$ cat config.mk
export PLATFORM = sky130hd
export DESIGN_NAME = fwsr_top
export DESIGN_NICKNAME = d
export VERILOG_FILES = /design/src/fwsr_pkg.sv /design/src/fwsr_cyc_if.sv /design/src/fwsr_cycle.sv /design/src/fwsr_top.sv
export SDC_FILE = /design/constraint.sdc
export NUM_CORES = 1
export LEC_CHECK = 0
export ABC_CLOCK_PERIOD_IN_PS = 2500
export BUFFER_PORTS_ARGS = -buffer_cell sky130_fd_sc_hd__buf_2
export CAP_MARGIN = 20
export CORE_MARGIN = 3
export CORE_UTILIZATION = 40
export CTS_CLUSTER_DIAMETER = 40
export DETAILED_ROUTE_END_ITERATION = 10
export GPL_ROUTABILITY_DRIVEN = 0
export PLACE_DENSITY = 0.64
export SLEW_MARGIN = 20
export SYNTH_ARGS = -nofsm -noshare
export SYNTH_HDL_FRONTEND = slang
export SYNTH_SLANG_ARGS = --single-unit
$ cat constraint.sdc
create_clock -name clk_i -period 2.5 [get_ports clk_i]
set_input_delay 0.5 -clock clk_i [delete_from_list [all_inputs] [get_ports clk_i]]
set_output_delay 0.5 -clock clk_i [all_outputs]
set_load 0.05 [all_outputs]
$ cat src/fwsr_pkg.sv
// package of constants for the flash write-status polling controller
package fwsr_pkg;
  // data bus bit positions of the status byte
  localparam int unsigned BIT_POLL   = 7;
  localparam int unsigned BIT_TOG1   = 6;
  localparam int unsigned BIT_FAIL   = 5;
  localparam int unsigned BIT_TIMER  = 3;
  localparam int unsigned BIT_TOG2   = 2;
  // wishbone register offsets (byte addresses)
  localparam logic [3:0] OFF_CTRL    = 4'h0;
  localparam logic [3:0] OFF_ADDR    = 4'h4;
  localparam logic [3:0] OFF_STAT    = 4'h8;
  localparam logic [3:0] OFF_DATA    = 4'hC;
  // control register fields
  localparam int unsigned CTRL_START = 0;
  localparam int unsigned CTRL_USECE = 1;
  localparam int unsigned CTRL_TOGB  = 2;
  localparam int unsigned CTRL_ABORT = 3;
  // status register fields
  localparam int unsigned ST_BUSY    = 0;
  localparam int unsigned ST_DONE    = 1;
  localparam int unsigned ST_FAIL    = 2;
  localparam int unsigned ST_RDYPIN  = 3;
  localparam int unsigned ST_TIMER   = 4;
  localparam int unsigned ST_RSTREQ  = 5;
  // reset values
  localparam logic [31:0] RST_CTRL   = 32'h0000_0000;
  localparam logic [17:0] RST_ADDR   = 18'h0_0000;
  // flash reset command
  localparam logic [7:0]  CMD_RESET  = 8'hF0;
  // read strobe timing, figures in ns at 8 ns clock
  localparam int unsigned CLK_NS     = 8;
  localparam int unsigned TRC_NS     = 120;
  localparam int unsigned TRC_CYC    = (TRC_NS + CLK_NS - 1) / CLK_NS;
  localparam int unsigned TGAP_NS    = 40;
  localparam int unsigned TGAP_CYC   = (TGAP_NS + CLK_NS - 1) / CLK_NS;
  localparam logic [4:0]  TRC_CNT    = 5'(TRC_CYC);
  localparam logic [4:0]  TGAP_CNT   = 5'(TGAP_CYC);
endpackage

$ cat src/fwsr_cyc_if.sv
// interface between poll sequencer and flash bus cycle engine
`timescale 1ns/1ns
interface fwsr_cyc_if;
  logic       req;   // start one bus cycle
  logic       wr;    // 1 = write cycle
  logic       use_ce; // delimit read cycle by chip select
  logic [17:0] addr; // cycle address
  logic [7:0] wdata; // write data
  logic       done;  // one-cycle pulse, cycle ended
  logic [7:0] rdata; // data sampled at end of read
  modport seq (output req, wr, use_ce, addr, wdata, input done, rdata);
  modport eng (input req, wr, use_ce, addr, wdata, output done, rdata);
endinterface

$ cat src/fwsr_cycle.sv
// flash bus cycle engine: one read or write strobe cycle per request
`timescale 1ns/1ns
module fwsr_cycle (
  input  wire logic        clk_i,
  input  wire logic        rst_i,
  fwsr_cyc_if.eng          cyc,
  input  wire logic [7:0]  dq_i,
  output logic      [7:0]  dq_o,
  output logic             dq_oe_o,
  output logic      [17:0] addr_o,
  output logic             ce_n_o,
  output logic             oe_n_o,
  output logic             we_n_o
);
  typedef enum {C_IDLE, C_STRB, C_GAP} fwsr_cst_t;
  fwsr_cst_t   st, next_st;
  logic [4:0]  cnt, next_cnt;       // strobe/gap timer
  logic        ce_n, next_ce_n;
  logic        oe_n, next_oe_n;
  logic        we_n, next_we_n;
  logic        oe, next_oe;
  logic [7:0]  dq, next_dq;
  logic [17:0] ad, next_ad;
  logic [7:0]  rd, next_rd;
  logic        dn, next_dn;

  ////////////////////////////////////////////////////////////////////////
  // next state: a read drops both strobes; only the chosen one rises, the other stays low so the
  // chosen strobe alone marks the cycle edge the device counts
  always_comb begin
    next_st = st;
    next_cnt = cnt;
    next_ce_n = ce_n;
    next_oe_n = oe_n;
    next_we_n = we_n;
    next_oe = oe;
    next_dq = dq;
    next_ad = ad;
    next_rd = rd;
    next_dn = 1'b0;
    unique case (st)
      C_IDLE: begin
        if (cyc.req) begin
          next_ad = cyc.addr;
          next_cnt = fwsr_pkg::TRC_CNT;
          next_st = C_STRB;
          if (cyc.wr) begin
            next_ce_n = 1'b0;
            next_we_n = 1'b0;
            next_oe = 1'b1;
            next_dq = cyc.wdata;
          end else if (cyc.use_ce) begin
            next_oe_n = 1'b0; // cycle framed by chip select
            next_ce_n = 1'b0;
          end else begin
            next_ce_n = 1'b0; // cycle framed by output enable
            next_oe_n = 1'b0;
          end
        end
      end
      C_STRB: begin
        next_cnt = cnt - 5'h01;
        if (cnt == 5'h01) begin
          next_rd = dq_i;          // sample before strobe rises
          next_we_n = 1'b1;        // write: data and select held over rise
          if (!oe && cyc.use_ce) begin
            next_ce_n = 1'b1;      // chip select ends the read
          end else if (!oe) begin
            next_oe_n = 1'b1;      // output enable ends the read
          end
          next_cnt = fwsr_pkg::TGAP_CNT;
          next_st = C_GAP;
        end
      end
      C_GAP: begin
        next_cnt = cnt - 5'h01;
        if (cnt == 5'h01) begin
          next_ce_n = 1'b1;        // release both strobes and the bus
          next_oe_n = 1'b1;
          next_oe = 1'b0;
          next_dn = 1'b1;
          next_st = C_IDLE;
        end
      end
      default: next_st = C_IDLE;
    endcase
  end

  // register stage
  always_ff @(posedge clk_i) begin
    if (rst_i) begin
      st <= C_IDLE;
      cnt <= 5'h00;
      ce_n <= 1'b1;
      oe_n <= 1'b1;
      we_n <= 1'b1;
      oe <= 1'b0;
      dq <= 8'h00;
      ad <= 18'h0_0000;
      rd <= 8'h00;
      dn <= 1'b0;
    end else begin
      st <= next_st;
      cnt <= next_cnt;
      ce_n <= next_ce_n;
      oe_n <= next_oe_n;
      we_n <= next_we_n;
      oe <= next_oe;
      dq <= next_dq;
      ad <= next_ad;
      rd <= next_rd;
      dn <= next_dn;
    end
  end

  assign ce_n_o = ce_n;
  assign oe_n_o = oe_n;
  assign we_n_o = we_n;
  assign dq_o = dq;
  assign dq_oe_o = oe;
  assign addr_o = ad;
  assign cyc.rdata = rd;
  assign cyc.done = dn;

  // in the strobe phase of a read both strobes are low and write enable is high
  read_strobe_a: assert property (@(posedge clk_i) disable iff (rst_i)
    (st == C_STRB && !oe) |-> (!ce_n && !oe_n && we_n))
    else $error("read cycle strobe pair wrong");
  // in the gap after a read only the chosen framing strobe has risen
  read_gap_a: assert property (@(posedge clk_i) disable iff (rst_i)
    (st == C_GAP && !oe) |-> (ce_n == cyc.use_ce && oe_n == !cyc.use_ce))
    else $error("read cycle framing strobe wrong");
endmodule

$ cat src/fwsr_top.sv
// toggle-bit status polling controller for a parallel flash, wishbone slave
`timescale 1ns/1ns
// Functional notes
// - read cycles framed by output or chip strobe
// - host reads twice, equal means finished
// - toggling with bit 5 high: recheck, then reset
// - resumed polling restarts from first double read
// - after failure host issues reset command
// - fast added sector commands may skip bit 3
// - sample bit 3 before and after commands (bit 3 is only taken from the S_RD1 and S_RD2 status reads)
// - status reads use a valid address
module fwsr_top (
  input  wire logic        clk_i,
  input  wire logic        rst_i,
  input  wire logic [3:0]  wb_adr_i,
  input  wire logic [31:0] wb_dat_i,
  input  wire logic [3:0]  wb_sel_i,
  input  wire logic        wb_we_i,
  input  wire logic        wb_cyc_i,
  input  wire logic        wb_stb_i,
  output logic      [31:0] wb_dat_o,
  output logic             wb_ack_o,
  input  wire logic [7:0]  dq_i,
  output logic      [7:0]  dq_o,
  output logic             dq_oe_o,
  output logic      [17:0] addr_o,
  output logic             ce_n_o,
  output logic             oe_n_o,
  output logic             we_n_o,
  input  wire logic        ready_busy_out_i
);
  fwsr_cyc_if cyc ();

  typedef enum {S_IDLE, S_RD1, S_RD2, S_RD3, S_RD4, S_RST}
    fwsr_st_t;
  fwsr_st_t    st, next_st;       // poll sequencer state
  logic        use_ce, next_use_ce;   // read framing choice
  logic        togb, next_togb;       // watch bit 2 instead of bit 6
  logic [17:0] vaddr, next_vaddr;     // valid status address
  logic        busy, next_busy;
  logic        done, next_done;       // sticky: finished
  logic        fail, next_fail;       // sticky: failed, reset sent
  logic        rstreq, next_rstreq;   // sticky: reset command issued
  logic        timer, next_timer;     // last bit 3 sample
  logic [7:0]  first, next_first;     // first sample of a pair
  logic [7:0]  last, next_last;       // last byte read
  logic        req, next_req;
  logic        wr, next_wr;
  logic        rdy_q, next_rdy_q;     // registered ready/busy pin
  logic [31:0] rdat, next_rdat;
  logic        ack, next_ack;
  logic        abort_pend, next_abort_pend; // abort waits for cycle end
  logic        tbit_first, tbit_now;  // watched toggle bit
  logic        wb_hit;                // new access this cycle
  logic        start_wr, abort_wr;

  ////////////////////////////////////////////////////////////////////////
  // wishbone write decode; a start or abort is taken only on the ack edge
  always_comb begin
    wb_hit = wb_cyc_i && wb_stb_i && !ack;
    start_wr = wb_hit && wb_we_i && wb_sel_i[0] &&
               (wb_adr_i == fwsr_pkg::OFF_CTRL) &&
               wb_dat_i[fwsr_pkg::CTRL_START];
    abort_wr = wb_hit && wb_we_i && wb_sel_i[0] &&
               (wb_adr_i == fwsr_pkg::OFF_CTRL) &&
               wb_dat_i[fwsr_pkg::CTRL_ABORT];
    tbit_first = togb ? first[fwsr_pkg::BIT_TOG2] :
                        first[fwsr_pkg::BIT_TOG1];
    tbit_now = togb ? cyc.rdata[fwsr_pkg::BIT_TOG2] :
                      cyc.rdata[fwsr_pkg::BIT_TOG1];
  end

  ////////////////////////////////////////////////////////////////////////
  // register file and poll sequencer next values
  always_comb begin
    next_st = st;
    next_use_ce = use_ce;
    next_togb = togb;
    next_vaddr = vaddr;
    next_busy = busy;
    next_done = done;
    next_fail = fail;
    next_rstreq = rstreq;
    next_timer = timer;
    next_first = first;
    next_last = last;
    next_req = 1'b0;
    next_wr = wr;
    next_rdy_q = ready_busy_out_i; // pin taken as synchronous
    next_ack = wb_hit;
    next_rdat = rdat;
    next_abort_pend = abort_pend;
    // register reads
    if (wb_hit) begin
      unique case (wb_adr_i)
        fwsr_pkg::OFF_CTRL: next_rdat = {29'h0000_0000, togb, use_ce,
                                         busy};
        fwsr_pkg::OFF_ADDR: next_rdat = {14'h0000, vaddr};
        fwsr_pkg::OFF_STAT: next_rdat = {26'h000_0000, rstreq, timer,
                                         rdy_q, fail, done, busy};
        fwsr_pkg::OFF_DATA: next_rdat = {24'h00_0000, last};
        default:            next_rdat = 32'h0000_0000;
      endcase
    end
    // register writes, ignored while a poll runs except abort
    if (wb_hit && wb_we_i && !busy) begin
      if (wb_adr_i == fwsr_pkg::OFF_CTRL && wb_sel_i[0]) begin
        next_use_ce = wb_dat_i[fwsr_pkg::CTRL_USECE];
        next_togb = wb_dat_i[fwsr_pkg::CTRL_TOGB];
      end
      if (wb_adr_i == fwsr_pkg::OFF_ADDR) begin
        if (wb_sel_i[0]) next_vaddr[7:0] = wb_dat_i[7:0];
        if (wb_sel_i[1]) next_vaddr[15:8] = wb_dat_i[15:8];
        if (wb_sel_i[2]) next_vaddr[17:16] = wb_dat_i[17:16];
      end
    end
    unique case (st)
      S_IDLE: begin
        if (start_wr && !busy) begin
          // a start always begins at the first double read
          next_busy = 1'b1;
          next_done = 1'b0;
          next_fail = 1'b0;
          next_rstreq = 1'b0;
          next_wr = 1'b0;
          next_req = 1'b1;
          next_st = S_RD1;
        end
      end
      S_RD1: begin
        if (cyc.done) begin
          next_first = cyc.rdata; // first of the pair
          next_last = cyc.rdata;
          next_timer = cyc.rdata[fwsr_pkg::BIT_TIMER];
          next_req = 1'b1;
          next_st = S_RD2;
        end
      end
      S_RD2: begin
        if (cyc.done) begin
          next_last = cyc.rdata;
          next_timer = cyc.rdata[fwsr_pkg::BIT_TIMER];
          if (tbit_now == tbit_first) begin
            next_done = 1'b1; // not toggling: finished
            next_busy = 1'b0;
            next_st = S_IDLE;
          end else if (cyc.rdata[fwsr_pkg::BIT_FAIL]) begin
            next_first = cyc.rdata; // bit 5 high: recheck
            next_req = 1'b1;
            next_st = S_RD3;
          end else begin
            next_first = cyc.rdata; // still busy: keep polling
            next_req = 1'b1;
            next_st = S_RD2;
          end
        end
      end
      S_RD3: begin
        if (cyc.done) begin
          next_first = cyc.rdata;
          next_last = cyc.rdata;
          next_req = 1'b1;
          next_st = S_RD4;
        end
      end
      S_RD4: begin
        if (cyc.done) begin
          next_last = cyc.rdata;
          if (tbit_now == tbit_first) begin
            next_done = 1'b1; // stopped as bit 5 rose
            next_busy = 1'b0;
            next_st = S_IDLE;
          end else begin
            next_fail = 1'b1; // failed: send reset command
            next_wr = 1'b1;
            next_req = 1'b1;
            next_st = S_RST;
          end
        end
      end
      S_RST: begin
        if (cyc.done) begin
          next_rstreq = 1'b1;
          next_busy = 1'b0;
          next_wr = 1'b0;
          next_st = S_IDLE;
        end
      end
      default: next_st = S_IDLE;
    endcase
    // abort is remembered until the bus cycle in flight ends, so the
    // host need not time its write; a late one is dropped once idle
    if (!busy) begin
      next_abort_pend = 1'b0;
    end
    if (abort_wr && busy) begin
      next_abort_pend = 1'b1;
    end
    if ((abort_wr || abort_pend) && busy && st != S_RST && cyc.done) begin
      next_busy = 1'b0;
      next_req = 1'b0;
      next_abort_pend = 1'b0;
      next_st = S_IDLE;
    end
  end

  // register stage
  always_ff @(posedge clk_i) begin
    if (rst_i) begin
      st <= S_IDLE;
      use_ce <= 1'b0;
      togb <= 1'b0;
      vaddr <= fwsr_pkg::RST_ADDR;
      busy <= 1'b0;
      done <= 1'b0;
      fail <= 1'b0;
      rstreq <= 1'b0;
      timer <= 1'b0;
      first <= 8'h00;
      last <= 8'h00;
      req <= 1'b0;
      wr <= 1'b0;
      rdy_q <= 1'b1;
      rdat <= fwsr_pkg::RST_CTRL;
      ack <= 1'b0;
      abort_pend <= 1'b0;
    end else begin
      st <= next_st;
      use_ce <= next_use_ce;
      togb <= next_togb;
      vaddr <= next_vaddr;
      busy <= next_busy;
      done <= next_done;
      fail <= next_fail;
      rstreq <= next_rstreq;
      timer <= next_timer;
      first <= next_first;
      last <= next_last;
      req <= next_req;
      wr <= next_wr;
      rdy_q <= next_rdy_q;
      rdat <= next_rdat;
      ack <= next_ack;
      abort_pend <= next_abort_pend;
    end
  end

  ////////////////////////////////////////////////////////////////////////
  // cycle engine; status reads go to the programmed valid address
  assign cyc.req = req;
  assign cyc.wr = wr;
  assign cyc.use_ce = use_ce;
  assign cyc.addr = wr ? 18'h0_0000 : vaddr;
  assign cyc.wdata = fwsr_pkg::CMD_RESET;

  fwsr_cycle u_cycle (
    .clk_i   (clk_i),
    .rst_i   (rst_i),
    .cyc     (cyc),
    .dq_i    (dq_i),
    .dq_o    (dq_o),
    .dq_oe_o (dq_oe_o),
    .addr_o  (addr_o),
    .ce_n_o  (ce_n_o),
    .oe_n_o  (oe_n_o),
    .we_n_o  (we_n_o)
  );

  assign wb_dat_o = rdat;
  assign wb_ack_o = ack;

  // equal pair of toggle bits ends the poll as done next cycle
  done_on_equal_a: assert property (@(posedge clk_i) disable iff (rst_i)
    (st == S_RD2 && cyc.done && tbit_now == tbit_first) |=>
    (done && !busy && st == S_IDLE))
    else $error("equal toggle pair did not finish");
  // toggling with bit 5 high leads to a recheck read
  recheck_fail_a: assert property (@(posedge clk_i) disable iff (rst_i)
    (st == S_RD2 && cyc.done && tbit_now != tbit_first &&
     cyc.rdata[fwsr_pkg::BIT_FAIL]) |=> (st == S_RD3 && req))
    else $error("bit 5 high without recheck");
  // failed recheck issues the reset write
  reset_cmd_a: assert property (@(posedge clk_i) disable iff (rst_i)
    (st == S_RD4 && cyc.done && tbit_now != tbit_first) |=>
    (fail && wr && st == S_RST))
    else $error("failure without reset command");
  // a start always enters the first read
  restart_first_a: assert property (@(posedge clk_i) disable iff (rst_i)
    (st == S_IDLE && start_wr && !busy) |=> (st == S_RD1 && req && busy))
    else $error("poll did not restart at first read");
  // status reads drive the programmed valid address on the pins
  valid_addr_a: assert property (@(posedge clk_i) disable iff (rst_i)
    (busy && !oe_n_o && we_n_o) |-> (addr_o == vaddr))
    else $error("status read at wrong address");
endmodule

# == Yosys cells after proc, flatten, opt, wreduce, memory -nomap -nowiden ==
# Cells that the tools add are included.
# W data, S select, Z words.
# classes
add_sub_neg,1
n_eq_ne,33
mux,66
bitwise,1
reduce_logical,59
# op_table
operator,count
$mux W32,9
$pmux W32 S6,1
$eq A32 B2 Y1 const B,3
$pmux W32 S3,1
$pmux W18 S4,1
$eq A32 B1 Y1 const B,2
$eq A32 B3 Y1 const B,2
$logic_not A32 Y1,2
$mux W1,34
$ne A32 B4 Y1 const B,1
$ne A2 B1 Y1 const B,12
$mux W7,3
$reduce_and A4 Y1,5
$mux W18,1
$reduce_and A3 Y1,6
$ne A2 B2 Y1 const B,8
$logic_and A1 B1 Y1,15
$pmux W1 S3,5
$pmux W5 S3,1
$reduce_and A5 Y1,3
$pmux W7 S2,1
$reduce_and A2 Y1,6
$reduce_bool A2 Y1,6
$mux W5,2
17 further kinds,30
# totals
ff_bits,178
in_bits,54
output_inout_bits,63

# == Logic depth before layout (Yosys ltp) ==
# Gate-level depths: netlist of the first run.
# depth
depth_word,11
depth_mapped,8
mapped_depth_nobuf,6

# == Modules after synthesis ==
# Synthesis of the first run repeated with hierarchy kept, for this count alone.
# hier_totals
hier_cells,538
area_unflattened_um2,4843.4
# by_module_without_submodules
module,instances,cells_each,area_each_um2,seq_area_each_um2
fwsr_top,1,307,2925.3,1221.2
fwsr_cycle,1,231,1918.1,920.9

# == Worst setup path after synthesis of the first run ==
# OpenSTA, ideal clock, no wires.
# synth_timing
path_kind,flip-flop to flip-flop
startpoint,"register ack, in the netlist wb_ack_o"
endpoint,"register rdat[10], in the netlist wb_dat_o[10]"
setup_ns,0.066
t_arrival_ns,1.738
required_ns,2.434
slack_ns,0.696
stages_incl_launch_ff,6
path_buffers,2
path_cell_list,dfxtp_1 -> nand3b_1 -> clkbuf_1 -> clkbuf_1 -> a22oi_1 -> nor2_1
# synth_between
elab_chain_cells,2
# synth_lines
element,line,rtl
start: declaration,fwsr_top.sv:51,"logic ack, next_ack;"
start signal: assignment,fwsr_top.sv:243,ack <= next_ack;
$logic_not A1 Y1,fwsr_top.sv:60,wb_hit = wb_cyc_i && wb_stb_i && !ack;
$logic_and A1 B1 Y1,fwsr_top.sv:60,
end signal: assignment,fwsr_top.sv:224,rdat <= fwsr_pkg::RST_CTRL;
end signal: assignment,fwsr_top.sv:242,rdat <= next_rdat;
end: declaration,fwsr_top.sv:50,"logic [31:0] rdat, next_rdat;"
# No other way between the ends.
# A chain may end at the register's enable or synchronous reset.

# == Worst setup path in the final report of the first run ==
# layout_timing
startpoint,register busy
endpoint,register vaddr[5]
# layout_between
elab_chain_cells,3
# layout_lines
element,line,rtl
start: declaration,fwsr_top.sv:40,"logic busy, next_busy;"
start signal: assignment,fwsr_top.sv:232,busy <= next_busy;
$logic_not A1 Y1,--,
$logic_and A1 B1 Y1,fwsr_top.sv:106,if (wb_hit && wb_we_i && !busy) begin
$reduce_and A3 Y1 (no line),--,
end signal: assignment,fwsr_top.sv:213,vaddr <= fwsr_pkg::RST_ADDR;
end signal: assignment,fwsr_top.sv:231,vaddr <= next_vaddr;
end: declaration,fwsr_top.sv:39,"logic [17:0] vaddr, next_vaddr;"
# No other way between the ends.

==> metrics, run 1 <==
post-CTS resize count 0; final clock skew 0.00734 ns; critical path launch point busy; WS Path Type reg -> reg; antenna cells 0; number of iterations in the first detailed-routing pass 5; Net Sw Power 0.710 mW; Max Slew Vio Count 0; Clock Power Share 36.8%; HPWL after detailed placement 7930 um; share of cells above drive strength 1 20.6%; syn_area_per_cell 8.81 sq um; largest net degree at the start of global routing 37; warnings from Yosys 0; Max Freq 467 MHz; Internal 2.13 mW; unrepaired setup endpoints after global routing no; Global Route Usage Sum 17.1%; Worst setup EP type register; CTS tree built; DRT iter0 DRCs 227; Cell Rows 38; most frequent cells in the layout dfxtp_1, buf_2, nor2_1; Worst-path clk slew 0.10 ns; Setup crit end vaddr[5]; Slew headroom 53.0%; H-tree Lvls 3; pre-CTS setup slack 0.161 ns; cts bufs inserted 9; commonest non-fill, non-tap cell in the layout dfxtp_1; Area Growth Syn to Fin 14.2%; CP Max Fanout 8; R2R Setup Slk 0.36 ns; Power Density 555 nW/um^2; stages on the worst setup path 4; hold path depth 2; register area share after synthesis 44.6%; Most used DFF post-synth dfxtp_1; PortBufs 83; # nets final 637; Post-CTS Repair Setup Buffers 0; total grt overflow 0; number of global-route vias before repair 3543; clock root buffer clkbuf_8; fill count 1065; Worst R2R Start busy; final hold viol count 0; worst hold slack 0.341 ns; Max VDD drop 336 uV; first-pass GRT wire length 17500 um; Die Y 112 um; CP Launch Type register; DRC 0; Worst EP arrival 2.39 ns; reg-to-reg endpoint vaddr[5]; worst r2r path cells 4; Final Cycle Share 85.6%; top-level I/O count 117; Max-Cap Viols 0; FF+latch count, synth 100; Core ar. 10900 sq um; combinational share of power 6.6%; Async S/R FF share, synth 0%; clock insertion delay at the later pin of the skew report 0.36 ns; outcome complete, no violations; Pleak 2.19 nW; routed wire length 10700 um; Mapped Area 4490 sq um; Num Clock Sinks 100; CP Data Required Time 2.75 ns; EDFF count, synth 0; worst-margin pin slew 0.696 ns; die area 12500 sq um; CP bufs+invs 0; Clock Path Buffers 2; endpoints failing setup 0; worst min path class in -> reg; CP cell instances nor4b_1 > nand3b_1 > mux2i_1 > nor2_1; Slowest cell on crit path nor4b_1; Sw Ratio 25.0%; Synth cell types 58; crit-path max cell delay 0.66 ns; utilization after layout 47.1%; Initial Utilization 41.2%; CP top delay family simple AND/OR/NAND/NOR gates; Post-CTS Hold Buffers 0; routed len/inst 14.8 um; total number of vias 3755; min cycle time layout 2.14 ns; via-per-instance ratio 5.20; post-route setup TNS 0 ns; Final ANT Viol Nets 0; final worst-path setup slack 0.359 ns; power share of the sequential group 56.5%; chip width 112 um; Mapped Cells 509; initial antenna violation count 0
## per-layer routing
| layer | wire length [um] | global-route usage (%) | share of wire, % |
|---|---|---|---|
| met4 | 127 | 4.87 | 1.2 |
| met2 | 4880 | 27.3 | 46 |
| met5 | 0 | 0 | 0 |
| met1 | 5170 | 24.2 | 48 |
| met3 | 534 | 2.28 | 5.0 |
## worst reg2reg max path, delay by kind of cell, from the launching register on
family,cells,cell delay (ns)
DFF,1,0.38
and+or+nand+nor,3,1.33
muxes,1,0.32
## sequential cells by signal, indices dropped and copies added (netlist names), 2 cells and up
register and count:
last 8, u_cycle.cnt 5, u_cycle.addr_o 18, first 2, wb_dat_o 18, u_cycle.cyc.rdata 8
vaddr 18, u_cycle.st 2, st 3
## Yosys cell counts (3+ instances only)
master | count | area [sq um]
dfxtp_1 | 100 | 2000
nor2_1 | 80 | 300
a21oi_1 | 42 | 210
nand2_1 | 38 | 143
mux2i_1 | 29 | 290
clkbuf_1 | 23 | 86.3
buf_4 | 21 | 158
nor3b_1 | 19 | 143
a22oi_1 | 17 | 128
o21ai_0 | 16 | 80.1
inv_1 | 12 | 45.0
nand3_1 | 9 | 45.0
ha_1 | 6 | 75.1
mux2_2 | 6 | 67.6
nand2b_1 | 5 | 31.3
nand3b_1 | 5 | 37.5
nor2b_1 | 5 | 31.3
nor3_1 | 5 | 25.0
and3_1 | 4 | 25.0
buf_2 | 4 | 20.0
o211ai_1 | 4 | 30.0
a22o_1 | 3 | 26.3
a31oi_1 | 3 | 18.8
buf_1 | 3 | 11.3
o31a_1 | 3 | 26.3
## power groups by stage
stage	Clock [mW]	Sequential (mW)	Combinational (mW)
finish	1.05	1.61	0.189
global route	1.15	1.61	0.203
CTS	1.08	1.61	0.189
detailed placement	0	1.64	0.188
global placement	0	1.64	0.186
floorplan	0	1.65	0.153
## final cells by class
| type | instances | area, sq um | share of cell area (%) |
|---|---|---|---|
| multi-input combinational | 362 | 2220 | 43.3 |
| sequential | 100 | 2000 | 39.1 |
| timing repair buffer | 92 | 483 | 9.43 |
| tap | 140 | 175 | 3.42 |
| clock buffer | 10 | 138 | 2.69 |
| clock inverter | 6 | 63.8 | 1.25 |
| inverter | 12 | 45.0 | 0.879 |
## how the worst min path moves through the flow
stage | slack (ns) | end | startpoint
after floorplan | 0.44 | u_cycle.cyc.rdata[0] | u_cycle.cyc.rdata[0]
after global placement | 0.45 | u_cycle.ce_n_o | u_cycle.ce_n_o
after detailed placement | 0.45 | u_cycle.ce_n_o | u_cycle.ce_n_o
after CTS | 0.33 | rdy_q | ready_busy_out_i
after global routing | 0.33 | rdy_q | ready_busy_out_i
final | 0.34 | rdy_q | ready_busy_out_i
## cells by family (layout without fill, tap and decap cells)
kind of cell / Yosys count / count (layout) / share of synthesized area (%)
compound gates: 108 / 108 / 15.4
xor+xnor: 3 / 3 / 0.586
fa+ha+maj: 6 / 6 / 1.67
buf+inv: 64 / 120 / 7.39
flops: 100 / 100 / 44.6
mux: 37 / 37 / 8.98
other cells: 1 / 18 / 0.0836
simple gates: 190 / 190 / 21.2
## per-stage QoR
| step | area, sq um | total power, mW | cells |
|---|---|---|---|
| 3_5_place_dp | 4920 | 1.83 | 706 |
| 6_report | 5120 | 2.84 | 722 |
| 2_1_floorplan | 4550 | 1.80 | 526 |
| 3_3_place_gp | 4920 | 1.83 | 706 |
| 4_1_cts | 5120 | 2.87 | 722 |
| 5_1_grt | 5120 | 2.96 | 722 |
(Power assumes the default switching activity.)
==> inputs of run 2 (changes only) <==
--- a/config.mk
+++ b/config.mk
@@ -14,6 +14,7 @@
 export DETAILED_ROUTE_END_ITERATION = 10
 export GPL_ROUTABILITY_DRIVEN = 0
 export PLACE_DENSITY = 0.64
+export REMOVE_ABC_BUFFERS = 1
 export SLEW_MARGIN = 20
 export SYNTH_ARGS = -nofsm -noshare
 export SYNTH_HDL_FRONTEND = slang
==> run 2 against run 1 <==
Final area is 0.42% lower. Sequential cell count unchanged. Wire length shrank 2.8%. Hold slack worse by 0.040 ns. Register-to-register slack better by 0.06 ns. Maximum frequency is 2.6% higher. Critical path type unchanged. Largest power group unchanged.
==> metrics, run 2 (synthesis gave the netlist of run 1 again) <==
outcome complete, no violations; final cell count without fillers 722; Max-Cap Viols 0; Global Route Usage Sum 16.5%; clock insertion delay at the later pin of the skew report 0.37 ns; Core ar. 10900 sq um; Worst setup EP type register; PortBufs 83; worst min path class in -> reg; final hold viol count 0; fill count 1066; top-level I/O count 117; largest net degree at the start of global routing 44; unrepaired setup endpoints after global routing no; Worst-path clk slew 0.11 ns; post-route setup TNS 0 ns; number of global-route vias before repair 3450; Final Cycle Share 83.4%; Pleak 2.18 nW; Internal 2.01 mW; combinational share of power 6.9%; Worst EP arrival 2.36 ns; cts bufs inserted 9; Inst Count DP 707; CP bufs+invs 1; endpoints failing setup 0; crit-path max cell delay 0.51 ns; Final ANT Viol Nets 0; initial antenna violation count 0; Clock Path Buffers 2; # nets final 638; number of iterations in the first detailed-routing pass 5; Worst R2R Start u_cycle.cnt[1]; routed len/inst 14.4 um; Max VDD drop 381 uV; hold path start ready_busy_out_i; CP cell instances inv_1 > ha_1 > or4b_1 > nor2_1 > nor3_1 > a221oi_1; most frequent cells in the layout dfxtp_1, buf_2, nor2_1; Max Freq 479 MHz; routed wire length 10400 um; Initial Utilization 41.2%; first-pass GRT wire length 16900 um; Post-CTS Hold Buffers 0; Area Growth Syn to Fin 13.7%; Slowest cell on crit path or4b_1; Clock Power Share 34.4%; antenna cells 0; Power Density 536 nW/um^2; commonest non-fill, non-tap cell in the layout dfxtp_1; total number of vias 3779; final worst-path setup slack 0.414 ns; DRC 0; CP Max Fanout 8; CP top delay family simple AND/OR/NAND/NOR gates; clock root buffer clkbuf_8; share of cells above drive strength 1 20.6%; pre-CTS setup slack 0.427 ns; total grt overflow 0; Net Sw Power 0.725 mW; CTS tree built; critical path launch point u_cycle.cnt[1]; final clock skew 0.0135 ns; power share of the sequential group 58.7%; Slew headroom 51.1%; Max Slew Vio Count 0; via-per-instance ratio 5.23; chip width 112 um; min cycle time layout 2.09 ns; die area 12500 sq um; WS Path Type reg -> reg; CP Data Required Time 2.77 ns; CP Launch Type register; H-tree Lvls 3; Sw Ratio 26.5%; post-CTS resize count 0; Post-CTS Repair Setup Buffers 0; Num Clock Sinks 100; utilization after layout 46.9%; HPWL after detailed placement 7600 um; DRT iter0 DRCs 206; worst-margin pin slew 0.730 ns; Cell Rows 38; Die Y 112 um
[run 2: cell types whose count changed in the layout (fill, tap and decap cells not counted), sizes merged]
| cell | previous run | this run |
|---|---|---|
| buf | 92 | 93 |
| bufinv | 1 | 0 |
| clkbuf | 10 | 9 |
| clkinv | 3 | 2 |
| inv | 12 | 14 |
[run 2: layout make-up]
cell class,instances,area [sq um],area share (%)
clock buffers,9,124,2.43
clock inverters,6,48.8,0.956
inverters,12,45.0,0.883
multi-input cells,362,2220,43.5
flip-flops and latches,100,2000,39.2
well taps,140,175,3.43
repair buffers,93,490,9.61
[run 2: stage by stage]
step	hold WS (ns)	instance area (sq um)	total power [mW]
floorplan	0.430	4260	1.75
finish	0.301	5100	2.74
CTS	0.284	5100	2.77
global placement	0.449	4930	1.83
global route	0.281	5100	2.85
detailed placement	0.456	4930	1.83
[run 2: worst register-to-register path, stage by stage, from the launching register on]
cell	delay (ns)
dfxtp_1	0.31
inv_1	0.10
ha_1	0.17
or4b_1	0.51
nor2_1	0.49
nor3_1	0.14
a221oi_1	0.28
[run 2: power by group through the flow]
stage | clock (mW) | combinational (mW) | sequential, mW
after floorplan | 0 | 0.0993 | 1.65
after global placement | 0 | 0.187 | 1.64
after detailed placement | 0 | 0.189 | 1.64
after CTS | 0.975 | 0.190 | 1.61
after global routing | 1.04 | 0.203 | 1.61
final | 0.941 | 0.189 | 1.61
[run 2: path summary, 6_finish.rpt]
| check | end | slack (ns) | cells past startpoint |
|---|---|---|---|
| worst min-delay path | rdy_q | 0.30 | 2 |
| worst max register to register | u_cycle.cnt[2] | 0.41 | 6 |
| worst max-delay path | u_cycle.cnt[2] | 0.41 | 6 |
| worst min register to register | u_cycle.cyc.rdata[1] | 0.47 | 2 |
[run 2: per-layer routing]
layer | vias to the layer above | share of wire, % | GRT usage [%]
met4 | 0 | 2.4 | 8.03
met1 | 1785 | 46 | 22.4
met2 | 92 | 48 | 25.7
met3 | 20 | 4.0 | 2.45
li1 | 1882 | - | -
met5 | - | 0 | 0
